### src/logic/rdos_pkg.sv
/*
 * constants, field layouts and carrier types of the reverse-data request scheduler.
 * assumes a single 25 MHz clock and a 32-bit apb register port.
 */
// Summary of operation
// - channel travels inside each request's command field
// - no receive buffer: send data-waiting unsolicited status
// - reply exceeds buffer: announce remaining data
// - finish outbound request, then search receive request
// - receive request must match pending data channel
// - after reverse data resume at skipped request
// - completion status only when notify bit set
// - no receive request: time out, keep outbound
// - spontaneous data announced and delivered likewise
// - per channel, each direction strictly in order
// - inbound request may run before earlier outbound
// - one channel may run ahead of another
// - at least one login accepted
// - peer nodes provide target and initiator roles
// - next pointer with top bit set is null
// - direction zero reads, one writes initiator memory
// - unsolicited status only while enabled, then cleared
// - unsolicited status uses source code two
package rdos_pkg;
    localparam int NSLOT = 4;    // request slots held on chip
    localparam int IDXW  = 2;    // slot index width
    localparam int CNTW  = 3;    // slot count width
    localparam int CHW   = 8;    // logical channel width
    localparam int LENW  = 16;   // byte length width
    // register byte offsets
    localparam logic [7:0] ADR_CTRL = 8'h00;
    localparam logic [7:0] ADR_TMO  = 8'h04;
    localparam logic [7:0] ADR_STAT = 8'h08;
    // field positions
    localparam int CTRL_USOL  = 0;
    localparam int STAT_PEND  = 0;
    localparam int STAT_DUE   = 1;
    localparam int STAT_TMO   = 2;
    localparam int STAT_FETCH = 3;
    localparam int STAT_CHAN  = 8;
    localparam int STAT_CNT   = 16;
    // status block and transfer direction codes
    localparam logic [1:0] SRC_MORE = 2'h0;
    localparam logic [1:0] SRC_NULL = 2'h1;
    localparam logic [1:0] SRC_USOL = 2'h2;
    localparam logic [1:0] RESP_OK  = 2'h0;
    localparam logic [7:0] SBP_NONE = 8'h00;
    localparam logic       DIR_RD   = 1'b0;
    localparam logic       DIR_WR   = 1'b1;
    // reverse timeout: time in ms, cycles derived from the clock rate
    localparam int CLK_KHZ     = 25000;
    localparam int REV_TMO_MS  = 100;
    localparam int REV_TMO_CYC = REV_TMO_MS * CLK_KHZ;
    // reset values
    localparam logic        USOL_RST = 1'b0;
    localparam logic        FETCH_RST = 1'b1;
    localparam logic [31:0] WORD_RST = 32'h0000_0000;

    typedef struct packed {
        logic [31:0]     next_ptr;  // link to following request
        logic            dir;       // transfer direction
        logic            notify;    // status wanted on completion
        logic [CHW-1:0]  chan;      // channel from command field
        logic [LENW-1:0] size;      // buffer size in bytes
    } rdos_orb_s;

    typedef struct packed {
        logic            dir;       // 0 read, 1 write initiator memory
        logic [CHW-1:0]  chan;      // channel of the data
        logic [LENW-1:0] size;      // bytes to move
    } rdos_xfer_s;

    typedef struct packed {
        logic [1:0]     src;        // status source code
        logic [1:0]     resp;       // response code
        logic [7:0]     sbp;        // transport status
        logic [CHW-1:0] chan;       // channel concerned
    } rdos_stat_s;

    typedef enum logic [1:0] {ST_IDLE, ST_XFER, ST_STAT, ST_USOL} rdos_state_e;
endpackage : rdos_pkg

### src/logic/rdos_sched.sv
/*
 * target-side request scheduler: holds fetched requests, runs them,
 * announces reverse data by unsolicited status and routes it to a
 * matching receive request of the same channel.
 * assumes an apb master, a fetch engine, a data mover and a status writer
 * outside, all on clk_i.
 */
// Our own choices: register access over APB and the placing of the registers.
`timescale 1ns/1ps
module rdos_sched
    import rdos_pkg::*;
#(
    parameter logic [31:0] TMO_CYC = REV_TMO_CYC  // reverse timeout reset value
) (
    input  wire logic            clk_i,
    input  wire logic            rst_n_i,
    // apb slave
    input  wire logic            psel_i,
    input  wire logic            penable_i,
    input  wire logic            pwrite_i,
    input  wire logic [7:0]      paddr_i,
    input  wire logic [31:0]     pwdata_i,
    output logic      [31:0]     prdata_o,
    output logic                 pready_o,
    output logic                 pslverr_o,
    // fetched requests
    input  wire logic            orb_valid_i,
    input  wire rdos_orb_s       orb_i,
    output logic                 orb_ready_o,
    input  wire logic            doorbell_i,
    input  wire logic            login_i,
    output logic                 fetch_active_o,
    // reverse data offered by the function
    input  wire logic            rev_valid_i,
    input  wire logic [CHW-1:0]  rev_chan_i,
    input  wire logic [LENW-1:0] rev_len_i,
    output logic                 rev_ready_o,
    // data mover
    output logic                 xfer_valid_o,
    output rdos_xfer_s           xfer_o,
    input  wire logic            xfer_done_i,
    // status block writer
    output logic                 stat_valid_o,
    output rdos_stat_s           stat_o,
    input  wire logic            stat_ack_i
);
    logic        rst_q1;           // reset release stage one
    logic        rst_n;            // synchronised reset
    rdos_orb_s   slot [NSLOT];     // request slots in list order
    rdos_orb_s   next_slot [NSLOT];
    logic [CNTW-1:0] cnt;          // occupied slots
    logic [CNTW-1:0] next_cnt;
    rdos_state_e state;            // engine state
    rdos_state_e next_state;
    rdos_orb_s   cur;              // request being executed
    rdos_orb_s   next_cur;
    logic        cur_rev;          // current run carries reverse data
    logic        next_cur_rev;
    rdos_xfer_s  xfer;             // mover command register
    rdos_xfer_s  next_xfer;
    rdos_stat_s  stat;             // status block register
    rdos_stat_s  next_stat;
    logic        fetch;            // fetch agent active
    logic        next_fetch;
    logic        usol_en;          // unsolicited status enable
    logic        next_usol_en;
    logic [31:0] tmo_cfg;          // reverse timeout in cycles
    logic [31:0] next_tmo_cfg;
    logic        tmo_flag;         // sticky timeout seen
    logic        next_tmo_flag;
    logic        pend;             // reverse data waiting
    logic        next_pend;
    logic [CHW-1:0]  pchan;        // channel of waiting data
    logic [CHW-1:0]  next_pchan;
    logic [LENW-1:0] plen;         // bytes still waiting
    logic [LENW-1:0] next_plen;
    logic        due;              // announcement owed
    logic        next_due;
    logic [31:0] tcnt;             // timeout down counter
    logic [31:0] next_tcnt;
    logic [31:0] prdata;           // read data register
    logic [31:0] next_prdata;
    logic [IDXW:0] hit_new;        // receive match for offered data
    logic [IDXW:0] hit_pend;       // receive match for waiting data

    // oldest receive request of a channel; msb flags found
    function automatic logic [IDXW:0] find_rx(input rdos_orb_s s [NSLOT],
                                              input logic [CNTW-1:0] n,
                                              input logic [CHW-1:0] ch);
        logic [IDXW:0] r;
        r = '0;
        for (int i = NSLOT - 1; i >= 0; i--) begin
            if ((CNTW'(i) < n) && (s[i].dir == DIR_WR) && (s[i].chan == ch)) begin
                r = {1'b1, IDXW'(i)};
            end
        end
        return r;
    endfunction

    // true for a mapped register offset
    function automatic logic reg_hit(input logic [7:0] a);
        return (a == ADR_CTRL) || (a == ADR_TMO) || (a == ADR_STAT);
    endfunction

    // reset release through two flops
    always_ff @(posedge clk_i or negedge rst_n_i) begin
        if (!rst_n_i) begin
            rst_q1 <= 1'b0;
            rst_n  <= 1'b0;
        end else begin
            rst_q1 <= 1'b1;
            rst_n  <= rst_q1;
        end
    end

    // matches searched in the slot list
    assign hit_new  = find_rx(slot, cnt, rev_chan_i);
    assign hit_pend = find_rx(slot, cnt, pchan);

    // handshake outputs
    assign pready_o       = 1'b1;
    assign pslverr_o      = psel_i && penable_i && !reg_hit(paddr_i);
    assign prdata_o       = prdata;
    assign orb_ready_o    = fetch && (cnt != CNTW'(NSLOT));
    assign fetch_active_o = fetch;
    assign rev_ready_o    = !pend;
    assign xfer_valid_o   = (state == ST_XFER);
    assign xfer_o         = xfer;
    assign stat_valid_o   = (state == ST_STAT) || (state == ST_USOL);
    assign stat_o         = stat;

    // next state of the scheduler and its registers
    always_comb begin
        logic [IDXW:0] pick;
        logic          take;
        logic          wr;
        pick          = '0;
        take          = 1'b0;
        wr            = psel_i && penable_i && pwrite_i;
        next_slot     = slot;
        next_cnt      = cnt;
        next_state    = state;
        next_cur      = cur;
        next_cur_rev  = cur_rev;
        next_xfer     = xfer;
        next_stat     = stat;
        next_fetch    = fetch;
        next_usol_en  = usol_en;
        next_tmo_cfg  = tmo_cfg;
        next_tmo_flag = tmo_flag;
        next_pend     = pend;
        next_pchan    = pchan;
        next_plen     = plen;
        next_due      = due;
        next_tcnt     = tcnt;
        next_prdata   = prdata;

        // offered reverse data: announce unless a big enough buffer waits
        if (rev_valid_i && !pend) begin
            next_pend  = 1'b1;
            next_pchan = rev_chan_i;
            next_plen  = rev_len_i;
            next_tcnt  = '0;
            next_due   = !hit_new[IDXW] ||
                         (slot[hit_new[IDXW-1:0]].size < rev_len_i);
        end

        // reverse timeout counts down after the announcement
        if (pend && !due && (tcnt != '0) && !(state == ST_XFER && cur_rev)) begin
            next_tcnt = tcnt - 32'h1;
            if (tcnt == 32'h1) begin
                next_pend     = 1'b0;
                next_tmo_flag = 1'b1;
            end
        end

        unique case (state)
            ST_IDLE: begin
                if (due && usol_en && pend) begin
                    // announce waiting data; transport status left zero
                    next_stat  = '{src: SRC_USOL, resp: RESP_OK,
                                   sbp: SBP_NONE, chan: pchan};
                    next_state = ST_USOL;
                end else if (pend && hit_pend[IDXW]) begin
                    // skip ahead to the channel's receive request
                    pick         = hit_pend;
                    take         = 1'b1;
                    next_cur_rev = 1'b1;
                    next_tcnt    = '0;
                end else if (cnt != '0) begin
                    // normal processing from the head of the list
                    pick         = '0;
                    take         = 1'b1;
                    next_cur_rev = 1'b0;
                end
            end
            ST_XFER: begin
                if (xfer_done_i) begin
                    if (cur_rev) begin
                        // bytes beyond the buffer stay waiting
                        if (plen > cur.size) begin
                            next_plen = plen - cur.size;
                            next_due  = 1'b1;
                        end else begin
                            next_pend = 1'b0;
                            next_due  = 1'b0;
                        end
                    end
                    if (cur.notify) begin
                        next_stat  = '{src: cur.next_ptr[31] ? SRC_NULL : SRC_MORE,
                                       resp: RESP_OK, sbp: SBP_NONE, chan: cur.chan};
                        next_state = ST_STAT;
                    end else begin
                        next_state = ST_IDLE;
                    end
                end
            end
            ST_STAT: begin
                if (stat_ack_i) begin
                    next_state = ST_IDLE;
                end
            end
            ST_USOL: begin
                if (stat_ack_i) begin
                    next_usol_en = 1'b0;
                    next_due     = 1'b0;
                    next_tcnt    = tmo_cfg;
                    next_state   = ST_IDLE;
                end
            end
        endcase

        // move the chosen request out and close the gap
        if (take) begin
            next_cur   = slot[pick[IDXW-1:0]];
            next_state = ST_XFER;
            // direction 0 reads, 1 writes initiator memory as bus initiator
            next_xfer.dir  = slot[pick[IDXW-1:0]].dir;
            next_xfer.chan = slot[pick[IDXW-1:0]].chan;
            next_xfer.size = slot[pick[IDXW-1:0]].size;
            if (next_cur_rev && (plen < slot[pick[IDXW-1:0]].size)) begin
                next_xfer.size = plen;
            end
            for (int i = 0; i < NSLOT - 1; i++) begin
                if (IDXW'(i) >= pick[IDXW-1:0]) begin
                    next_slot[i] = slot[i + 1];
                end
            end
            next_cnt = cnt - CNTW'(1);
        end

        // append a fetched request; a null link suspends fetching
        if (orb_valid_i && orb_ready_o) begin
            next_slot[next_cnt[IDXW-1:0]] = orb_i;
            next_cnt = next_cnt + CNTW'(1);
            if (orb_i.next_ptr[31]) begin
                next_fetch = 1'b0;
            end
        end
        if (doorbell_i && !fetch) begin
            next_fetch = 1'b1;
        end

        // one login: a fresh login disables unsolicited status
        if (login_i) begin
            next_usol_en = 1'b0;
        end

        // register writes; software enable wins over hardware clear
        if (wr && (paddr_i == ADR_CTRL)) begin
            next_usol_en = pwdata_i[CTRL_USOL];
        end
        if (wr && (paddr_i == ADR_TMO)) begin
            next_tmo_cfg = pwdata_i;
        end
        if (wr && (paddr_i == ADR_STAT) && pwdata_i[STAT_TMO]) begin
            next_tmo_flag = 1'b0;
        end
        if (pend && !due && (tcnt == 32'h1) && !(state == ST_XFER && cur_rev)) begin
            next_tmo_flag = 1'b1;                                      // set wins over clear
        end

        // read data captured in the setup phase
        if (psel_i && !penable_i && !pwrite_i) begin
            next_prdata = WORD_RST;
            if (paddr_i == ADR_CTRL) begin
                next_prdata[CTRL_USOL] = usol_en;
            end else if (paddr_i == ADR_TMO) begin
                next_prdata = tmo_cfg;
            end else if (paddr_i == ADR_STAT) begin
                next_prdata[STAT_PEND]  = pend;
                next_prdata[STAT_DUE]   = due;
                next_prdata[STAT_TMO]   = tmo_flag;
                next_prdata[STAT_FETCH] = fetch;
                next_prdata[STAT_CHAN +: CHW] = pchan;
                next_prdata[STAT_CNT +: CNTW] = cnt;
            end
        end
    end

    // scheduler registers
    always_ff @(posedge clk_i or negedge rst_n) begin
        if (!rst_n) begin
            for (int i = 0; i < NSLOT; i++) begin
                slot[i] <= '0;
            end
            cnt      <= '0;
            state    <= ST_IDLE;
            cur      <= '0;
            cur_rev  <= 1'b0;
            xfer     <= '0;
            stat     <= '0;
            fetch    <= FETCH_RST;
            usol_en  <= USOL_RST;
            tmo_cfg  <= TMO_CYC;
            tmo_flag <= 1'b0;
            pend     <= 1'b0;
            pchan    <= '0;
            plen     <= '0;
            due      <= 1'b0;
            tcnt     <= '0;
            prdata   <= WORD_RST;
        end else begin
            slot     <= next_slot;
            cnt      <= next_cnt;
            state    <= next_state;
            cur      <= next_cur;
            cur_rev  <= next_cur_rev;
            xfer     <= next_xfer;
            stat     <= next_stat;
            fetch    <= next_fetch;
            usol_en  <= next_usol_en;
            tmo_cfg  <= next_tmo_cfg;
            tmo_flag <= next_tmo_flag;
            pend     <= next_pend;
            pchan    <= next_pchan;
            plen     <= next_plen;
            due      <= next_due;
            tcnt     <= next_tcnt;
            prdata   <= next_prdata;
        end
    end
endmodule : rdos_sched

### config.mk
export PLATFORM = sky130hd
export DESIGN_NAME = rdos_sched
export DESIGN_NICKNAME = d
export VERILOG_FILES = /design/src/logic/rdos_pkg.sv /design/src/logic/rdos_sched.sv
export SDC_FILE = /design/constraint.sdc
export NUM_CORES = 1
export LEC_CHECK = 0
export ABC_CLOCK_PERIOD_IN_PS = 8650
export BUFFER_PORTS_ARGS = -buffer_cell sky130_fd_sc_hd__buf_2
export CORE_ASPECT_RATIO = 1.4
export CORE_MARGIN = 1.5
export CORE_UTILIZATION = 30
export CTS_CLUSTER_DIAMETER = 50
export CTS_CLUSTER_SIZE = 20
export DETAILED_ROUTE_END_ITERATION = 16
export PLACE_DENSITY_LB_ADDON = 0.3
export SLEW_MARGIN = 10
export SYNTH_ARGS = -nofsm -noshare
export SYNTH_HDL_FRONTEND = slang
export SYNTH_SLANG_ARGS = --single-unit
### constraint.sdc
create_clock -name clk_i -period 8.65 [get_ports clk_i]
set_clock_uncertainty 0.05 [all_clocks]
set_input_delay 1.73 -clock clk_i [delete_from_list [all_inputs] [get_ports clk_i]]
set_output_delay 1.73 -clock clk_i [all_outputs]
set_load 0.01 [all_outputs]
==> metrics.md <==
| Metric | Value |
|---|---|
| # nets final | 2,064 |
| Postcts setup bufs | 0 |
| Tightest Pin Transition | 1.24 ns |
| DR WL/cell | 19.5 um |
| Share of cells above drive strength 1 | 0.202 |
| CTS H-tree lvls | 1 |
| Root Driver | clkbuf_16 |
| Post-synthesis cell count | roughly 1,800 |
| Vias in the first global route | around 14,000 |
| Status | finished clean |
| First DRT Iteration DRCs | between 600 and 700 |
| Asr flop ratio synth | 1.00 |
| Mapped Avg Cell Area | 9.70 sq um |
| Primary FF master, synth | dfrtp_1 |
| Hold_buf cts | 0 |
| Total gr overflow | 0 |
| Yosys reg bits | ~290 |
| Final setup margin | between 2 and 3 ns |
| Final TNS setup | 0 ns |
| CP arrival | 6.34 ns |
| Maximum clock frequency | roughly 0.17 GHz |
| TritonCTS Buffers | 28 |
| Peak supply drop | approximately 0.16 mV |
| Gpl congestion | slightly below 0.9 |
| CP Data Required Time | roughly 9 ns |
| Clk_lat worst skew | 0.59 ns |
| Max_cap viols | 0 |
| Initial antenna violation count | 9 |
| DIE WIDTH | between 200 and 250 um |
| RSZ-0062 raised after global routing | false |
| Pin count of the biggest net entering global routing | ~150 |
| Clk pin slew, worst setup/hold paths | about 0.07 ns |
| Synth unique cells | 74 |
| Share of the synthesized area in the top cell type | 0.416 |
| Leak pwr | 9.11 nW |
| Relative slew slack | 0.174 |
| Pins Over Slew Limit | 0 |
| Power density over the cells | roughly 380 mW/mm^2 |
| Kind of critical path | reg -> reg |
| Most numerous cell in the Yosys netlist | dfrtp_1 |
| Global Route Usage Sum | 0.173 |
| Via Count | 13,600 |
| CTS tree | yes |
| EDFF count, synth | 0 |
| Post-CTS sizing | 0 |
| Area of the core | between 0.05 and 0.06 sq mm |
| Commonest cells post-synth | dfrtp_1, nand2_1, mux2i_1 |
| Largest delay share family, worst path | compound AO/OA/AOI/OAI gates |
| Max FO, Critical Path | 37 |
| YS warnings | 0 |
| Type of the most critical hold path | reg -> async |
| Mapped Area | 0.0171 sq mm |
| Ports | ~220 |
| Synth area leaders | dfrtp_1, mux2i_1, mux2_2, ha_1, nand2_1 |
| Min cycle time layout | about 6 ns |
| Initial Util | 0.303 |
| Post-DP HPWL | around 37,000 um |
| Final setup vio count | 0 |
| Detail Route Antenna Nets | 0 |
| R2R Path Start | pchan[3]$_DFFE_PN0P_ |
| Die area | between 0.05 and 0.06 sq mm |
| Critical path buffers and inverters | 1 |
| Crit-path cells | xor2_1 > nor4_1 > nand3_1 > o211ai_1 > buf_4 > mux2_2 > o21ai_0 > ha_1 > nand4_1 > nor2_1 > nand3_1 > or2_2 > a211oi_2 > o21ai_0 > o221a_2 |
| Nature of the critical path startpoint | flip-flop |
| DR pass1 iterations | 5 |
| Synth-to-Final Area Change | 14.5% |
| Rows | ~100 |
| Cell taking the most area after synthesis | dfrtp_1 |
| Vias per inst | 5.17 |
| Pre-CTS setup slack | about 2.2 ns |
| Seq/Total Area, Yosys | 0.430 |
| Clock Tree Buf Depth | 3 |
| DRC errors left | 0 |
| Final WL | roughly 51,000 um |
| CTS Sinks | about 290 |
| First-pass GRT wire length | approximately 80,000 um |
| Crit end category | flip-flop |
| Crit path from | pchan[3]$_DFFE_PN0P_ |
| Max stage delay cell, worst path | a211oi_2 |
| Slowest cell delay on critical path | 1.01 ns |
| I/O Buffers | 174 |
| Die height | about 290 um |
| Final hold violation count | 0 |
| Fin crit share | 0.685 |
cells in the final DEF, fill, tap and decap left out, drive strengths merged, types with 5 or more instances in the layout:
cell type  count
clkinv         8
nor2         111
nor2b         26
nand4         16
nor3          14
or3           11
inv           63
a21o          17
o21ai        134
and3           6
dfstp          9
or4            9
o31ai         24
o21a           5
a211oi        17
xnor2         49
o311ai         7
clkbuf        29
buf          198
mux2          84
dfrtp        285
conb          12
a22o          45
a22oi         16
nand3         27
ha            60
nor4          20
o41ai          8
o211ai        10
a21oi        109
mux2i        140
a21boi         5
xor2          33
nand2        200
nand2b         6
o221a         15
a31oi         13
worst paths after layout:
kind / endpoint / slack (ns) / cells after the start
max: xfer_o[5]$_DFFE_PN0P_ / 2.72 / 15
min: slot[75]$_DFF_PN0_ / 0.31 / 0
max reg2reg: xfer_o[5]$_DFFE_PN0P_ / 2.72 / 15
min reg2reg: slot[75]$_DFF_PN0_ / 0.31 / 0
max in group asynchronous: state[0]$_DFFE_PN0P_ / 6.91 / 1
min in group clk_i: rst_n$_DFF_PN0_ / 0.31 / 0
power by group:
| group | switching (mW) | total [mW] | internal [mW] |
|---|---|---|---|
| sequential | 0.589 | 2.49 | 1.90 |
| combinational | 2.05 | 3.64 | 1.59 |
| clock | 0.636 | 1.34 | 0.705 |
metal layers:
metal	GRT usage	share of wire	wire length, um
met2	0.299	0.49	25300
met1	0.208	0.41	20900
met4	0.0792	0.045	2310
met3	0.0285	0.053	2710
met5	0	0.0019	97
stage by stage:
stage	instance area (sq um)	power, mW	hold slack [ns]	instances	utilization
finish	19600	7.46	0.306	2629	0.347
global route	19600	8.05	0.321	2628	0.347
CTS	19600	7.53	0.310	2627	0.347
detailed placement	18600	6.15	0.294	2575	0.330
global placement	18600	6.05	0.287	2575	0.330
floorplan	17200	5.10	0.281	1775	-
cells by family after synthesis:
kind of cell | after synthesis | synth area share
AO/OA/AOI/OAI | 452 | 0.172
XOR/XNOR | 82 | 0.0419
adder cells (fa/ha/maj) | 61 | 0.0450
buffers and inverters | 185 | 0.0465
flip-flops | 294 | 0.430
multiplexers | 224 | 0.137
other | 2 | 0.000439
AND/OR/NAND/NOR | 465 | 0.127
sequential cells by signal (all words and copies together), names as in the netlist, 2 cells and up, named ones only:
register  cells
stat_o       10
plen         16
cur          18
tcnt         32
xfer_o       25
state         2
tmo_cfg      32
pchan         8
prdata_o     32
cnt           3
slot         81
final cells by class:
class	instances	area, sq um
fillers	5761	36800
diodes	2	5.00
well taps	735	920
flip-flops and latches	294	7370
clock buffers	29	726
repair buffers	198	1060
inverters	52	195
multi-input cells	1296	9050
clock inverters	23	270
worst reg2reg max path, stage by stage (launching register included):
cell,delay (ns)
dfrtp_1,0.53
xor2_1,0.23
nor4_1,0.53
nand3_1,0.35
o211ai_1,0.21
buf_4,0.53
mux2_2,0.45
o21ai_0,0.44
ha_1,0.22
nand4_1,0.18
nor2_1,0.20
nand3_1,0.17
or2_2,0.33
a211oi_2,1.01
o21ai_0,0.21
o221a_2,0.18
Power figures use the tool's default switching activity.
